**src/include/async_frame_cfg.svh**
```systemverilog
// constants for the terminal-to-link frame buffer
// assumes a 20 MHz system clock and an external USART front end
`ifndef ASYNC_FRAME_CFG_SVH
`define ASYNC_FRAME_CFG_SVH
`define CLK_HZ 20000000
`define LINK_BPS 62500
`define LINK_DIV ((`CLK_HZ / `LINK_BPS))
`define FRAME_DATA_MAX 8'h3C
`define CTS_OFF_LEVEL 9'h0FC
`define CTS_ON_LEVEL 9'h0C0
`define RETRY_MAX 4'h4
`define RETRY_WAIT_US 1000
`define RETRY_WAIT_CYC ((`RETRY_WAIT_US * (`CLK_HZ / 1000000)))
`define CHAR_LF 8'h0A
`define CHAR_ESC 8'h1B
`define ADDR_CTRL 12'h000
`define ADDR_STATION 12'h004
`define ADDR_DEST 12'h008
`define ADDR_STATUS 12'h00C
`define ADDR_COUNT 12'h010
`define ADDR_ERROR 12'h014
`define CTRL_ONLINE 0
`define CTRL_ECHO 1
`define CTRL_TERM 2
`define ERR_PARITY 0
`define ERR_FRAMING 1
`define ERR_OVERRUN 2
`define ERR_OFFLINE 3
`endif

```
**src/include/async_frame_pkg.sv**
```systemverilog
// types for the terminal-to-link frame buffer
// assumes the cfg header supplies all numbers
package async_frame_pkg;
    typedef enum logic [1:0] {
        Q_EMPTY,
        Q_IN_USE,
        Q_FULL
    } queue_state_t;
    typedef struct packed {
        logic psel;
        logic penable;
        logic pwrite;
        logic [11:0] paddr;
        logic [31:0] pwdata;
    } apb_req_t;
    typedef struct packed {
        logic [31:0] prdata;
        logic pready;
        logic pslverr;
    } apb_rsp_t;
    typedef struct packed {
        logic valid;
        logic [7:0] data;
        logic parity_err;
        logic framing_err;
        logic overrun_err;
    } uart_char_t;
    typedef struct packed {
        logic valid;
        logic [7:0] data;
        logic first;
        logic last;
    } frame_byte_t;
endpackage : async_frame_pkg

```
**src/verilog/async_to_frame_buffer.sv**
```systemverilog
// terminal side queue and packetizer toward the secondary link driver
// assumes USART flags and link driver signals are synchronous to clk_i
//
// Summary of operation
// - line feed requests sending buffered data as a frame
// - data beyond one frame splits into frames of sixty bytes max
// - line feed while offline reports unable-to-go-online error
// - discard characters with parity, framing or overrun error; report
// - two separate 256-byte queues, transmit and receive
// - queue full with zero pending frames bumps pending count
// - drop CTS just before queue full, restore after partial drain
// - escape character enters configure mode
// - in terminal mode, error-free non-escape characters go into the transmit queue unless it is full
// - echo accepted characters only when echo setting is on
// - pending count up per line feed in, down per line feed out
// - wait for link driver buffer free before loading a frame
// - destination address is first byte of each frame
// - loading stops at line feed, capacity, or empty queue
// - retry refused frames under a timer, then report error
// - eight-bit write and read indexes wrap naturally
// - after write, equal indexes mean full
// - after read, equal indexes mean empty
// - queue status is one of full, empty, in use
// - online opens link channel, offline closes it
// - start in terminal mode, send nothing until configured online
// - link set for clock recovery, NRZI, pre-frame sync, 62.5 Kbps
// - link driver clears buffer free on handover until acknowledged
//
// The address map and the APB interface to the registers were chosen for this implementation.
`include "async_frame_cfg.svh"
module async_to_frame_buffer #(
    parameter int RETRY_WAIT = `RETRY_WAIT_CYC,
    parameter int DEPTH_LOG2 = 8
) (
    input wire logic clk_i,
    input wire logic rst_i,
    input wire async_frame_pkg::apb_req_t apb_i,
    output async_frame_pkg::apb_rsp_t apb_o,
    input wire async_frame_pkg::uart_char_t rx_char_i,
    input wire logic echo_ready_i,
    output logic [7:0] echo_data_o,
    output logic echo_valid_o,
    output logic cts_o,
    input wire logic rx_link_valid_i,
    input wire logic [7:0] rx_link_data_i,
    output logic rx_link_ready_o,
    input wire logic term_ready_i,
    output logic [7:0] term_data_o,
    output logic term_valid_o,
    input wire logic buf_free_i,
    input wire logic send_ok_i,
    input wire logic send_fail_i,
    output async_frame_pkg::frame_byte_t frame_o,
    output logic send_req_o,
    output logic [7:0] send_len_o,
    output logic link_open_o,
    output logic link_close_o,
    output logic [7:0] station_addr_o,
    output logic [15:0] link_div_o,
    output logic link_nrzi_o,
    output logic link_clock_recovery_loop_o,
    output logic link_presync_o
);
    import async_frame_pkg::*;

    typedef enum {
        S_IDLE,
        S_WAIT_FREE,
        S_ADDR,
        S_DATA,
        S_SEND,
        S_WAIT_RES,
        S_RETRY
    } load_state_t;

    localparam int DEPTH = 1 << DEPTH_LOG2;

    // ----
    // state
    // ----
    // two queues
    logic [7:0] txq [DEPTH];
    logic [7:0] rxq [DEPTH];
    logic [DEPTH_LOG2-1:0] tx_write_index;
    logic [DEPTH_LOG2-1:0] tx_read_index;
    logic [DEPTH_LOG2-1:0] rx_wr_r;
    logic [DEPTH_LOG2-1:0] rx_rd_r;
    logic [DEPTH_LOG2:0] rx_cnt_r;
    queue_state_t tx_state_r;
    logic [8:0] tx_cnt_r;
    logic [8:0] pending_r;
    logic online_r;
    logic echo_en_r;
    logic term_mode_r;
    logic [7:0] dest_r;
    logic [3:0] err_r;
    load_state_t ld_r;
    logic [7:0] ld_cnt_r;
    logic [3:0] retry_r;
    logic [31:0] wait_r;

    logic rx_ok;
    logic tx_wr;
    logic tx_rd;
    logic [7:0] tx_head;
    logic is_lf_in;
    logic is_lf_out;
    logic auto_bump;
    logic bus_wr;
    logic err_set_any;

    assign tx_head = txq[tx_read_index];
    assign err_set_any = rx_char_i.valid &&
        (rx_char_i.parity_err || rx_char_i.framing_err ||
         rx_char_i.overrun_err);
    assign rx_ok = rx_char_i.valid && !err_set_any;
    assign tx_wr = rx_ok && term_mode_r && rx_char_i.data != `CHAR_ESC &&
        tx_state_r != Q_FULL;
    assign tx_rd = ld_r == S_DATA && tx_state_r != Q_EMPTY;
    assign is_lf_in = rx_char_i.data == `CHAR_LF;
    assign is_lf_out = tx_head == `CHAR_LF;
    assign auto_bump = tx_state_r == Q_FULL && pending_r == 9'h000;
    assign bus_wr = apb_i.psel && apb_i.penable && apb_i.pwrite;

    // ----
    // transmit queue
    // ----
    always_ff @(posedge clk_i) begin
        if (tx_wr) begin
            txq[tx_write_index] <= rx_char_i.data;
        end
    end

    always_ff @(posedge clk_i or posedge rst_i) begin
        if (rst_i) begin
            tx_write_index <= '0;
            tx_read_index <= '0;
            tx_cnt_r <= 9'h000;
        end else begin
            if (tx_wr) begin
                tx_write_index <= tx_write_index + 1'b1;
            end
            if (tx_rd) begin
                tx_read_index <= tx_read_index + 1'b1;
            end
            tx_cnt_r <= tx_cnt_r + {8'h00, tx_wr} - {8'h00, tx_rd};
        end
    end

    always_ff @(posedge clk_i or posedge rst_i) begin
        if (rst_i) begin
            tx_state_r <= Q_EMPTY;
        end else if (tx_wr && !tx_rd) begin
            tx_state_r <= (tx_write_index + 1'b1 == tx_read_index) ?
                Q_FULL : Q_IN_USE;
        end else if (tx_rd && !tx_wr) begin
            tx_state_r <= (tx_read_index + 1'b1 == tx_write_index) ?
                Q_EMPTY : Q_IN_USE;
        end
    end

    always_ff @(posedge clk_i or posedge rst_i) begin
        if (rst_i) begin
            pending_r <= 9'h000;
        end else begin
            pending_r <= pending_r + {8'h00, tx_wr && is_lf_in || auto_bump}
                - {8'h00, tx_rd && is_lf_out && pending_r != 9'h000};
        end
    end

    always_ff @(posedge clk_i or posedge rst_i) begin
        if (rst_i) begin
            cts_o <= 1'b1;
        end else if (tx_cnt_r >= `CTS_OFF_LEVEL) begin
            cts_o <= 1'b0;
        end else if (tx_cnt_r <= `CTS_ON_LEVEL) begin
            cts_o <= 1'b1;
        end
    end

    // ----
    // receive queue
    // ----
    always_ff @(posedge clk_i) begin
        if (rx_link_valid_i && rx_link_ready_o) begin
            rxq[rx_wr_r] <= rx_link_data_i;
        end
    end

    always_ff @(posedge clk_i or posedge rst_i) begin
        if (rst_i) begin
            rx_wr_r <= '0;
            rx_rd_r <= '0;
            rx_cnt_r <= '0;
            rx_link_ready_o <= 1'b0;
            term_valid_o <= 1'b0;
            term_data_o <= 8'h00;
        end else begin
            // stalls the link side rather than dropping bytes
            rx_link_ready_o <= rx_cnt_r < DEPTH_LOG2'(DEPTH - 2) + 9'h000;
            if (rx_link_valid_i && rx_link_ready_o) begin
                rx_wr_r <= rx_wr_r + 1'b1;
            end
            if (term_valid_o && term_ready_i) begin
                term_valid_o <= 1'b0;
            end else if (!term_valid_o && rx_cnt_r != '0) begin
                term_valid_o <= 1'b1;
                term_data_o <= rxq[rx_rd_r];
                rx_rd_r <= rx_rd_r + 1'b1;
            end
            rx_cnt_r <= rx_cnt_r + {8'h00, rx_link_valid_i && rx_link_ready_o}
                - {8'h00, !term_valid_o && rx_cnt_r != '0};
        end
    end

    // ----
    // echo and errors
    // ----
    // conditional echo
    always_ff @(posedge clk_i or posedge rst_i) begin
        if (rst_i) begin
            echo_valid_o <= 1'b0;
            echo_data_o <= 8'h00;
        end else if (tx_wr && echo_en_r) begin
            echo_valid_o <= 1'b1;
            echo_data_o <= rx_char_i.data;
        end else if (echo_ready_i) begin
            echo_valid_o <= 1'b0;
        end
    end

    // error flags: parity, framing, overrun, offline line feed or retries exhausted
    // sticky; set beats software clear
    always_ff @(posedge clk_i or posedge rst_i) begin
        if (rst_i) begin
            err_r <= 4'h0;
        end else begin
            err_r <= (bus_wr && apb_i.paddr == `ADDR_ERROR ?
                err_r & ~apb_i.pwdata[3:0] : err_r) |
                {(tx_wr && is_lf_in && !online_r) ||
                 (ld_r == S_RETRY && retry_r == `RETRY_MAX),
                 rx_char_i.valid && rx_char_i.overrun_err,
                 rx_char_i.valid && rx_char_i.framing_err,
                 rx_char_i.valid && rx_char_i.parity_err};
        end
    end

    // ----
    // frame loader
    // ----
    always_ff @(posedge clk_i or posedge rst_i) begin
        if (rst_i) begin
            ld_r <= S_IDLE;
            ld_cnt_r <= 8'h00;
            retry_r <= 4'h0;
            wait_r <= 32'h0;
            frame_o <= '0;
            send_req_o <= 1'b0;
            send_len_o <= 8'h00;
        end else begin
            frame_o.valid <= 1'b0;
            send_req_o <= 1'b0;
            case (ld_r)
                S_IDLE: begin
                    // only when online
                    // auto sent data leaves no line feed behind
                    if (pending_r != 9'h000 && online_r &&
                        tx_state_r != Q_EMPTY) begin
                        ld_r <= S_WAIT_FREE;
                    end
                end
                S_WAIT_FREE: begin
                    if (buf_free_i) begin
                        ld_r <= S_ADDR;
                    end
                end
                S_ADDR: begin
                    frame_o <= '{valid: 1'b1, data: dest_r, first: 1'b1,
                        last: 1'b0};
                    ld_cnt_r <= 8'h00;
                    retry_r <= 4'h0;
                    ld_r <= S_DATA;
                end
                S_DATA: begin
                    if (tx_state_r == Q_EMPTY) begin
                        ld_r <= S_SEND;
                    end else begin
                        frame_o <= '{valid: 1'b1, data: tx_head, first: 1'b0,
                            last: is_lf_out ||
                                ld_cnt_r + 8'h01 == `FRAME_DATA_MAX};
                        ld_cnt_r <= ld_cnt_r + 8'h01;
                        if (is_lf_out || ld_cnt_r + 8'h01 == `FRAME_DATA_MAX
                            || tx_read_index + 1'b1 == tx_write_index) begin
                            ld_r <= S_SEND;
                        end
                    end
                end
                S_SEND: begin
                    send_req_o <= 1'b1;
                    send_len_o <= ld_cnt_r + 8'h01;
                    ld_r <= S_WAIT_RES;
                end
                S_WAIT_RES: begin
                    if (send_ok_i) begin
                        ld_r <= S_IDLE;
                    end else if (send_fail_i) begin
                        wait_r <= 32'h0;
                        retry_r <= retry_r + 4'h1;
                        ld_r <= S_RETRY;
                    end
                end
                S_RETRY: begin
                    if (retry_r == `RETRY_MAX) begin
                        ld_r <= S_IDLE;
                    end else if (wait_r == 32'(RETRY_WAIT - 1)) begin
                        ld_r <= S_SEND;
                    end else begin
                        wait_r <= wait_r + 32'h1;
                    end
                end
                default: begin
                    ld_r <= S_IDLE;
                end
            endcase
        end
    end

    // ----
    // config and APB
    // ----
    always_ff @(posedge clk_i or posedge rst_i) begin
        if (rst_i) begin
            online_r <= 1'b0;
            echo_en_r <= 1'b0;
            term_mode_r <= 1'b1;
            dest_r <= 8'h00;
            station_addr_o <= 8'h00;
            link_open_o <= 1'b0;
            link_close_o <= 1'b0;
        end else begin
            link_open_o <= 1'b0;
            link_close_o <= 1'b0;
            if (rx_ok && rx_char_i.data == `CHAR_ESC) begin
                term_mode_r <= 1'b0;
            end else if (bus_wr && apb_i.paddr == `ADDR_CTRL) begin
                term_mode_r <= apb_i.pwdata[`CTRL_TERM];
            end
            if (bus_wr && apb_i.paddr == `ADDR_CTRL) begin
                online_r <= apb_i.pwdata[`CTRL_ONLINE];
                echo_en_r <= apb_i.pwdata[`CTRL_ECHO];
                link_open_o <= apb_i.pwdata[`CTRL_ONLINE] && !online_r;
                link_close_o <= !apb_i.pwdata[`CTRL_ONLINE] && online_r;
            end
            if (bus_wr && apb_i.paddr == `ADDR_STATION) begin
                station_addr_o <= apb_i.pwdata[7:0];
            end
            if (bus_wr && apb_i.paddr == `ADDR_DEST) begin
                dest_r <= apb_i.pwdata[7:0];
            end
        end
    end

    always_ff @(posedge clk_i or posedge rst_i) begin
        if (rst_i) begin
            link_div_o <= 16'h0000;
            link_nrzi_o <= 1'b0;
            link_clock_recovery_loop_o <= 1'b0;
            link_presync_o <= 1'b0;
        end else begin
            link_div_o <= 16'(`LINK_DIV);
            link_nrzi_o <= 1'b1;
            link_clock_recovery_loop_o <= 1'b1;
            link_presync_o <= 1'b1;
        end
    end

    // zero-wait slave; setup cycle decodes, access cycle answers
    always_ff @(posedge clk_i or posedge rst_i) begin
        if (rst_i) begin
            apb_o <= '0;
        end else begin
            apb_o.pready <= apb_i.psel && !apb_i.penable;
            apb_o.pslverr <= 1'b0;
            apb_o.prdata <= 32'h0;
            if (apb_i.psel && !apb_i.penable) begin
                case (apb_i.paddr)
                    `ADDR_CTRL: apb_o.prdata <= {29'h0, term_mode_r,
                        echo_en_r, online_r};
                    `ADDR_STATION: apb_o.prdata <= {24'h0, station_addr_o};
                    `ADDR_DEST: apb_o.prdata <= {24'h0, dest_r};
                    `ADDR_STATUS: apb_o.prdata <= {29'h0, cts_o,
                        2'(tx_state_r)};
                    `ADDR_COUNT: apb_o.prdata <= {7'h0, pending_r, 7'h0,
                        tx_cnt_r};
                    `ADDR_ERROR: apb_o.prdata <= {28'h0, err_r};
                    default: apb_o.pslverr <= !apb_i.pwrite;
                endcase
            end
        end
    end
endmodule : async_to_frame_buffer

```
**config.mk**
```make
export PLATFORM = sky130hd
export DESIGN_NAME = async_to_frame_buffer
export DESIGN_NICKNAME = d
export VERILOG_FILES = /design/src/include/async_frame_pkg.sv /design/src/verilog/async_to_frame_buffer.sv
export VERILOG_INCLUDE_DIRS = /design/src /design/src/include
export SDC_FILE = /design/constraint.sdc
export NUM_CORES = 2
export LEC_CHECK = 0
export BUFFER_PORTS_ARGS = -buffer_cell sky130_fd_sc_hd__buf_2
export CORE_UTILIZATION = 60
export CTS_CLUSTER_DIAMETER = 40
export DETAILED_ROUTE_END_ITERATION = 10
export PLACE_DENSITY = 0.76
export SLEW_MARGIN = 10
export SYNTH_ARGS = -nofsm -noshare
export SYNTH_HDL_FRONTEND = slang
export SYNTH_SLANG_ARGS = --single-unit
```
**constraint.sdc**
```tcl
create_clock -name clk_i -period 7.21 [get_ports clk_i]
set_input_delay 0.721 -clock clk_i [delete_from_list [all_inputs] [get_ports clk_i]]
set_output_delay 0.721 -clock clk_i [all_outputs]
set_load 0.01 [all_outputs]
```
; ---- Yosys cells after proc, flatten, opt, wreduce, memory -nomap -nowiden
; Memories as Yosys holds them, arrays and structs flattened. A register that Yosys moved wholly into a read port is not among the register bits.
; Index checks and enable logic that the tools add are counted.
[word_totals]
ram_bits = 4096
output_inout_bits = 103
regBits = 230
n_memories = 2
inputBits = 75
elab_cells = 205
[classes]
eq_ne = 34
mux = 45
addsub = 13
n_reduce_logical = 68
n_lt_le_gt_ge = 3
bitwise = 4
[mem_list]
columns = memory, depth, width, rd, rd_ports_with_merged_regs, wr, line
row1 = rxq, 256, 8, 1, 1, 1, async_to_frame_buffer.sv:83  ; logic [7:0] rxq [DEPTH];
row2 = txq, 256, 8, 1, 0, 1, async_to_frame_buffer.sv:82  ; logic [7:0] txq [DEPTH];
[op_table]
columns = cell, count
row1 = two-way mux 32 bit, 12
row2 = one-hot mux 32 bit (7 select lines), 1
row3 = one-hot mux 25 bit (6 select lines), 1
row4 = "equality test 32 x 3 -> 1 bit, second input constant", 4
row5 = "equality test 32 x 2 -> 1 bit, second input constant", 2
row6 = one-hot mux 32 bit (2 select lines), 1
row7 = "adder 8 x 1 -> 8 bit, second input constant", 5
row8 = logical AND 1 bit, 33
row9 = "adder 32 x 1 -> 32 bit, second input constant", 1
row10 = "equality test 32 x 1 -> 1 bit, second input constant", 1
row11 = "equality test 32 x 15 -> 1 bit, second input constant", 1
row12 = "equality test 32 x 4 -> 1 bit, second input constant", 1
row13 = zero test 32 bit, 1
row14 = adder 9 x 1 -> 9 bit, 3
row15 = subtractor 9 x 1 -> 9 bit, 3
row16 = two-way mux 25 bit, 1
row17 = "equality test 12 x 4 -> 1 bit, second input constant", 2
row18 = "equality test 12 x 5 -> 1 bit, second input constant", 2
row19 = one-hot mux 11 bit (2 select lines), 1
row20 = two-way mux 1 bit, 18
row21 = nonzero test 2 bit, 9
row22 = nonzero test 9 bit, 2
row23 = "equality test 8 x 4 -> 1 bit, second input constant", 2
row24 = equality test 8 bit, 2
row25 = other kinds (31), 58

; ---- Depth between registers and ports, before layout
[logic_depth]
ltp_word = 12
ltp_mapped = 29
mapped_depth_nobuf = 22

; ---- Least setup slack after synthesis
; OpenSTA, ideal clock, no wires.
[synth_timing]
kind = register to register
startpoint = register tx_read_index[0]
endpoint = register pending_r[8]
synth_period_minus_slack_ps = 4775
n_path_buf = 4
setup_slack_ps = 2435
setup_time_ps = 125
arrival_ps = 4650
required_ps = 7085
path_stages_with_launch = 26
cell_sequence = dfrtp_1 -> buf_6 -> buf_4 -> buf_4 -> buf_4 -> mux4_2 -> a22o_1 -> nor4_1 -> a22oi_1 -> o311a_1 -> nand4b_1 -> nor4b_1 -> ha_1 -> inv_1 -> ha_1 -> inv_1 -> fa_1 -> inv_1 -> a21oi_1 -> nor2_1 -> o21ai_0 -> a21oi_1 -> o21ai_0 -> a21oi_1 -> nor2_1 -> xnor2_1
[synth_between]
elab_chain_len = 5
[synth_lines]
columns = item, line
row1 = start: declaration, async_to_frame_buffer.sv:85  ; logic [DEPTH_LOG2-1:0] tx_read_index;
row2 = start signal: assignment, async_to_frame_buffer.sv:144  ; tx_read_index <= tx_read_index + 1'b1;
row3 = memory (256 x 8 bit), --
row4 = equality test 8 x 4 -> 1 bit (no source line), --
row5 = logical AND 1 bit (2 in a row), async_to_frame_buffer.sv:167  ; - {8'h00, tx_rd && is_lf_out && pending_r != 9'h000};
row6 = subtractor 9 x 1 -> 9 bit, async_to_frame_buffer.sv:167
row7 = end signal: assignment, async_to_frame_buffer.sv:166  ; pending_r <= pending_r + {8'h00, tx_wr && is_lf_in || auto_bump}
row8 = end: declaration, async_to_frame_buffer.sv:91  ; logic [8:0] pending_r;
; Every way passes these cells.
; A chain may end at the register's enable or synchronous reset.

; ---- Final worst setup path
; Same ends and word-level chain as after synthesis.

==> flow_summary.ini <==
[setup_path]
crit_type = reg2reg
reg2reg_slack_ns = 0.84
rr_worst_depth = 24
reg2reg_from = tx_read_index[0]
r2r_end = pending_r[8]
end_kind = flop
crit_path_start = tx_read_index[0]
crit_end = pending_r[8]
critical_path_arrival_ns = 7.23
path_max_fanout = 34
startpoint_type = flop
cp.required_ns = 8.07

[detailed_routing]
dr.pass1.iters = 9
vias_per_cell = 6.74
routed_wirelength_mm = 410
num_vias = 85100
wl_per_cell_um = 32.5
route.detailed.drc = 4
ant_nets = 0
drt_iter0_drc = 11200

[synthesis]
synth_ff_type = edfxtp_1
synthTopCellsByArea = edfxtp_1 73%, mux4_2 14%, dfrtp_1 2.9%
yosysSeqAreaShare = 0.760
synthArstFlopShare = 0.0452
synthesis.area_um2 = 168000
synth_top_cell_area_share = 0.731
ys_types = 71
synth.avg_cell_area_um2 = 20.7
synth_edf_count = 4096
syn_inst = 8148
yosys_register_bits = 4290
synth_warnings = 0
synth_top_area_cell = edfxtp_1

[power]
irDropWorstVdd_uv = 337
power_density_nw_per_um2 = 369
p_leak_nw = 60.9

[clock_tree]
cts.clk_slew.worst_paths_ns = 0.06
max-clock-path-buffers = 4
post_cts_buffers = 0
clock-root-buffer = clkbuf_16
tritoncts = done
cts_resized = 0
holdBufCountCts = 16
numCtsBuffers = 468
clkLatencyLatePin_ns = 1.02
cts_max_level = 5
cts.sinks = 4290

[final_layout]
num-fill-cells = 16400
multi_input_area_um2 = 37900
area_growth_pct = 12.6
final_core_util = 0.679
nets = 8618
drive_above_1_share = 0.246
regArea_um2 = 128000

[global_routing]
grt_use_total = 0.289
antenna_found_initial = 14
gr-total-overflow = 0
grt_max_degree = 186
grt_pass1_wl_mm = 595
grt_pass1_vias = 86500

[die]
core_um2 = 279000
die-area_um2 = 283000
die_w_um = 532
ios = 178
die_h_um = 532
rows = 194
initial_utilization = 0.603

[sta]
min_period_ns = 6.37
slew_headroom = 0.173
tns_ns = 0
setup_viol = 0
worst_pin_slew_ns = 1.24
post-route-period-util = 0.883
worst_clock_skew_ns = 0.0635
maxClockFrequency_mhz = 157
slew_violations = 0
rsz0062_at_grt = false
hold_violations = 0

[outcome]
status = complete, but fails checks
failed_checks = design-rule violations

[place]
place_hpwl_mm = 227
gp_congestion = 0.881
port_buffers = 125

[flow_run]
maxCapViolCount = 0

[worst_hold_path]
hold_start = apb_i[1]
hold_class = in2reg
## state kept, by name, indices dropped and copies added (netlist names), 9 cells and up
name and cells:
tx_cnt_r 9, pending_r 9, frame_o 11, txq 2048, apb_o 20, rx_cnt_r 9
wait_r 32, rxq 2048
## Yosys cell counts (all sizes together), types with 3 or more instances
| cell | instances |
|---|---|
| a222oi | 6 |
| nand2b | 13 |
| a2111oi | 4 |
| a211oi | 29 |
| buf | 237 |
| a311oi | 4 |
| a31oi | 45 |
| nand3 | 81 |
| and4 | 4 |
| a22o | 30 |
| a21o | 25 |
| o22ai | 4 |
| a21oi | 140 |
| o21bai | 6 |
| mux2i | 290 |
| o21ai | 45 |
| nor2b | 48 |
| nor3b | 4 |
| clkbuf | 263 |
| edfxtp | 4096 |
| xnor2 | 50 |
| and2 | 7 |
| ha | 60 |
| nand4b | 4 |
| nor4 | 19 |
| or2 | 4 |
| dfrtp | 192 |
| mux4 | 1052 |
| nand2 | 268 |
| and3 | 35 |
| nand4 | 20 |
| or4 | 10 |
| xor2 | 48 |
| fa | 3 |
| nor3 | 33 |
| nor2 | 605 |
| or3 | 7 |
| nor4b | 11 |
| mux2 | 44 |
| a22oi | 189 |
| inv | 65 |
| a32oi | 14 |
| a21boi | 3 |
## where the power goes
part	internal, W	switching (W)
sequential	0.0276	0.000631
clock	0.0142	0.0102
combinational	0.00786	0.00936
total	0.0496	0.0202
## placed cells by master, fill, tap and decap left out, types with 36 or more instances in the layout
cell,instances
bufinv_16,52
clkbuf_1,71
buf_4,160
mux2i_1,290
a31oi_1,45
buf_2,109
mux4_2,1052
o21ai_0,44
clkinv_1,69
nand2_1,268
edfxtp_1,4096
nor2b_1,44
inv_1,63
xor2_1,48
dfrtp_1,183
nand3_1,77
a21oi_1,139
mux2_2,44
clkinv_2,59
nor2_1,602
clkinv_4,36
ha_1,60
a22oi_1,189
xnor2_1,50
clkinvlp_4,41
clkbuf_16,472
## critical path: stages (launching register included)
cell	delay [ns]
dfrtp_4	0.58
buf_12	0.31
mux4_2	0.54
a22oi_1	0.27
a21oi_1	0.20
nor4_1	0.83
a22o_1	0.45
a311o_1	0.23
nand4b_1	0.24
nor4b_1	0.38
buf_4	0.20
ha_1	0.23
inv_1	0.06
ha_1	0.15
inv_1	0.06
fa_1	0.42
inv_1	0.08
a21oi_1	0.07
nor2_1	0.13
o21ai_0	0.11
a21oi_1	0.19
o21ai_0	0.11
a21oi_1	0.15
nor2_1	0.06
xnor2_1	0.11
## worst min path at each step
stage / endpoint / slack [ns] / cells past startpoint
after floorplan: rx_link_ready_o / 0.40 / 1
after global placement: rx_link_ready_o / 0.42 / 1
after detailed placement: rx_link_ready_o / 0.44 / 1
after CTS: err_r[1] / 0.01 / 2
after global routing: dest_r[1] / 0.04 / 2
final: dest_r[1] / 0.06 / 2
## cell families (layout without fill, tap and decap cells)
group | count (synthesis) | after routing | share of synthesized area
AO/OA/AOI/OAI | 564 | 564 | 0.0227
XOR/XNOR | 98 | 98 | 0.00510
adder cells (fa/ha/maj) | 63 | 63 | 0.00482
buffers and inverters | 566 | 1280 | 0.0163
flip-flops | 4290 | 4290 | 0.760
multiplexers | 1386 | 1386 | 0.161
other | 2 | 45 | 0.0000446
AND/OR/NAND/NOR | 1179 | 1179 | 0.0305
## metrics by stage
stage                     cell area, µm²  setup WS, ns  instances  hold WS (ns)  total power, W
final                             190000         0.842      12600        0.0592          0.0699
after global routing              190000         0.583      12600        0.0448          0.0716
after CTS                         189000         0.821      12600        0.0132          0.0699
after detailed placement          173000         0.870      11700         0.438          0.0456
after global placement            173000         0.758      11700         0.417          0.0453
after floorplan                   168000          1.21       8175         0.403          0.0404
## per-layer routing
layer,GRT usage,part of all wire,vias up
li1,-,-,34100
met5,0,0.00015,-
met2,0.478,0.51,5472
met3,0.0496,0.092,987
met1,0.378,0.35,44500
met4,0.136,0.050,10
## layout make-up
class,instances,share of cell area
Antenna cell,16,0.000211
Clock buffer,554,0.0645
Clock inverter,325,0.0198
Inverter,66,0.00135
Multi-Input combinational cell,3319,0.200
Sequential cell,4290,0.675
Tap cell,3724,0.0246
Timing Repair Buffer,335,0.0149
Power figures use the tool's default switching activity.
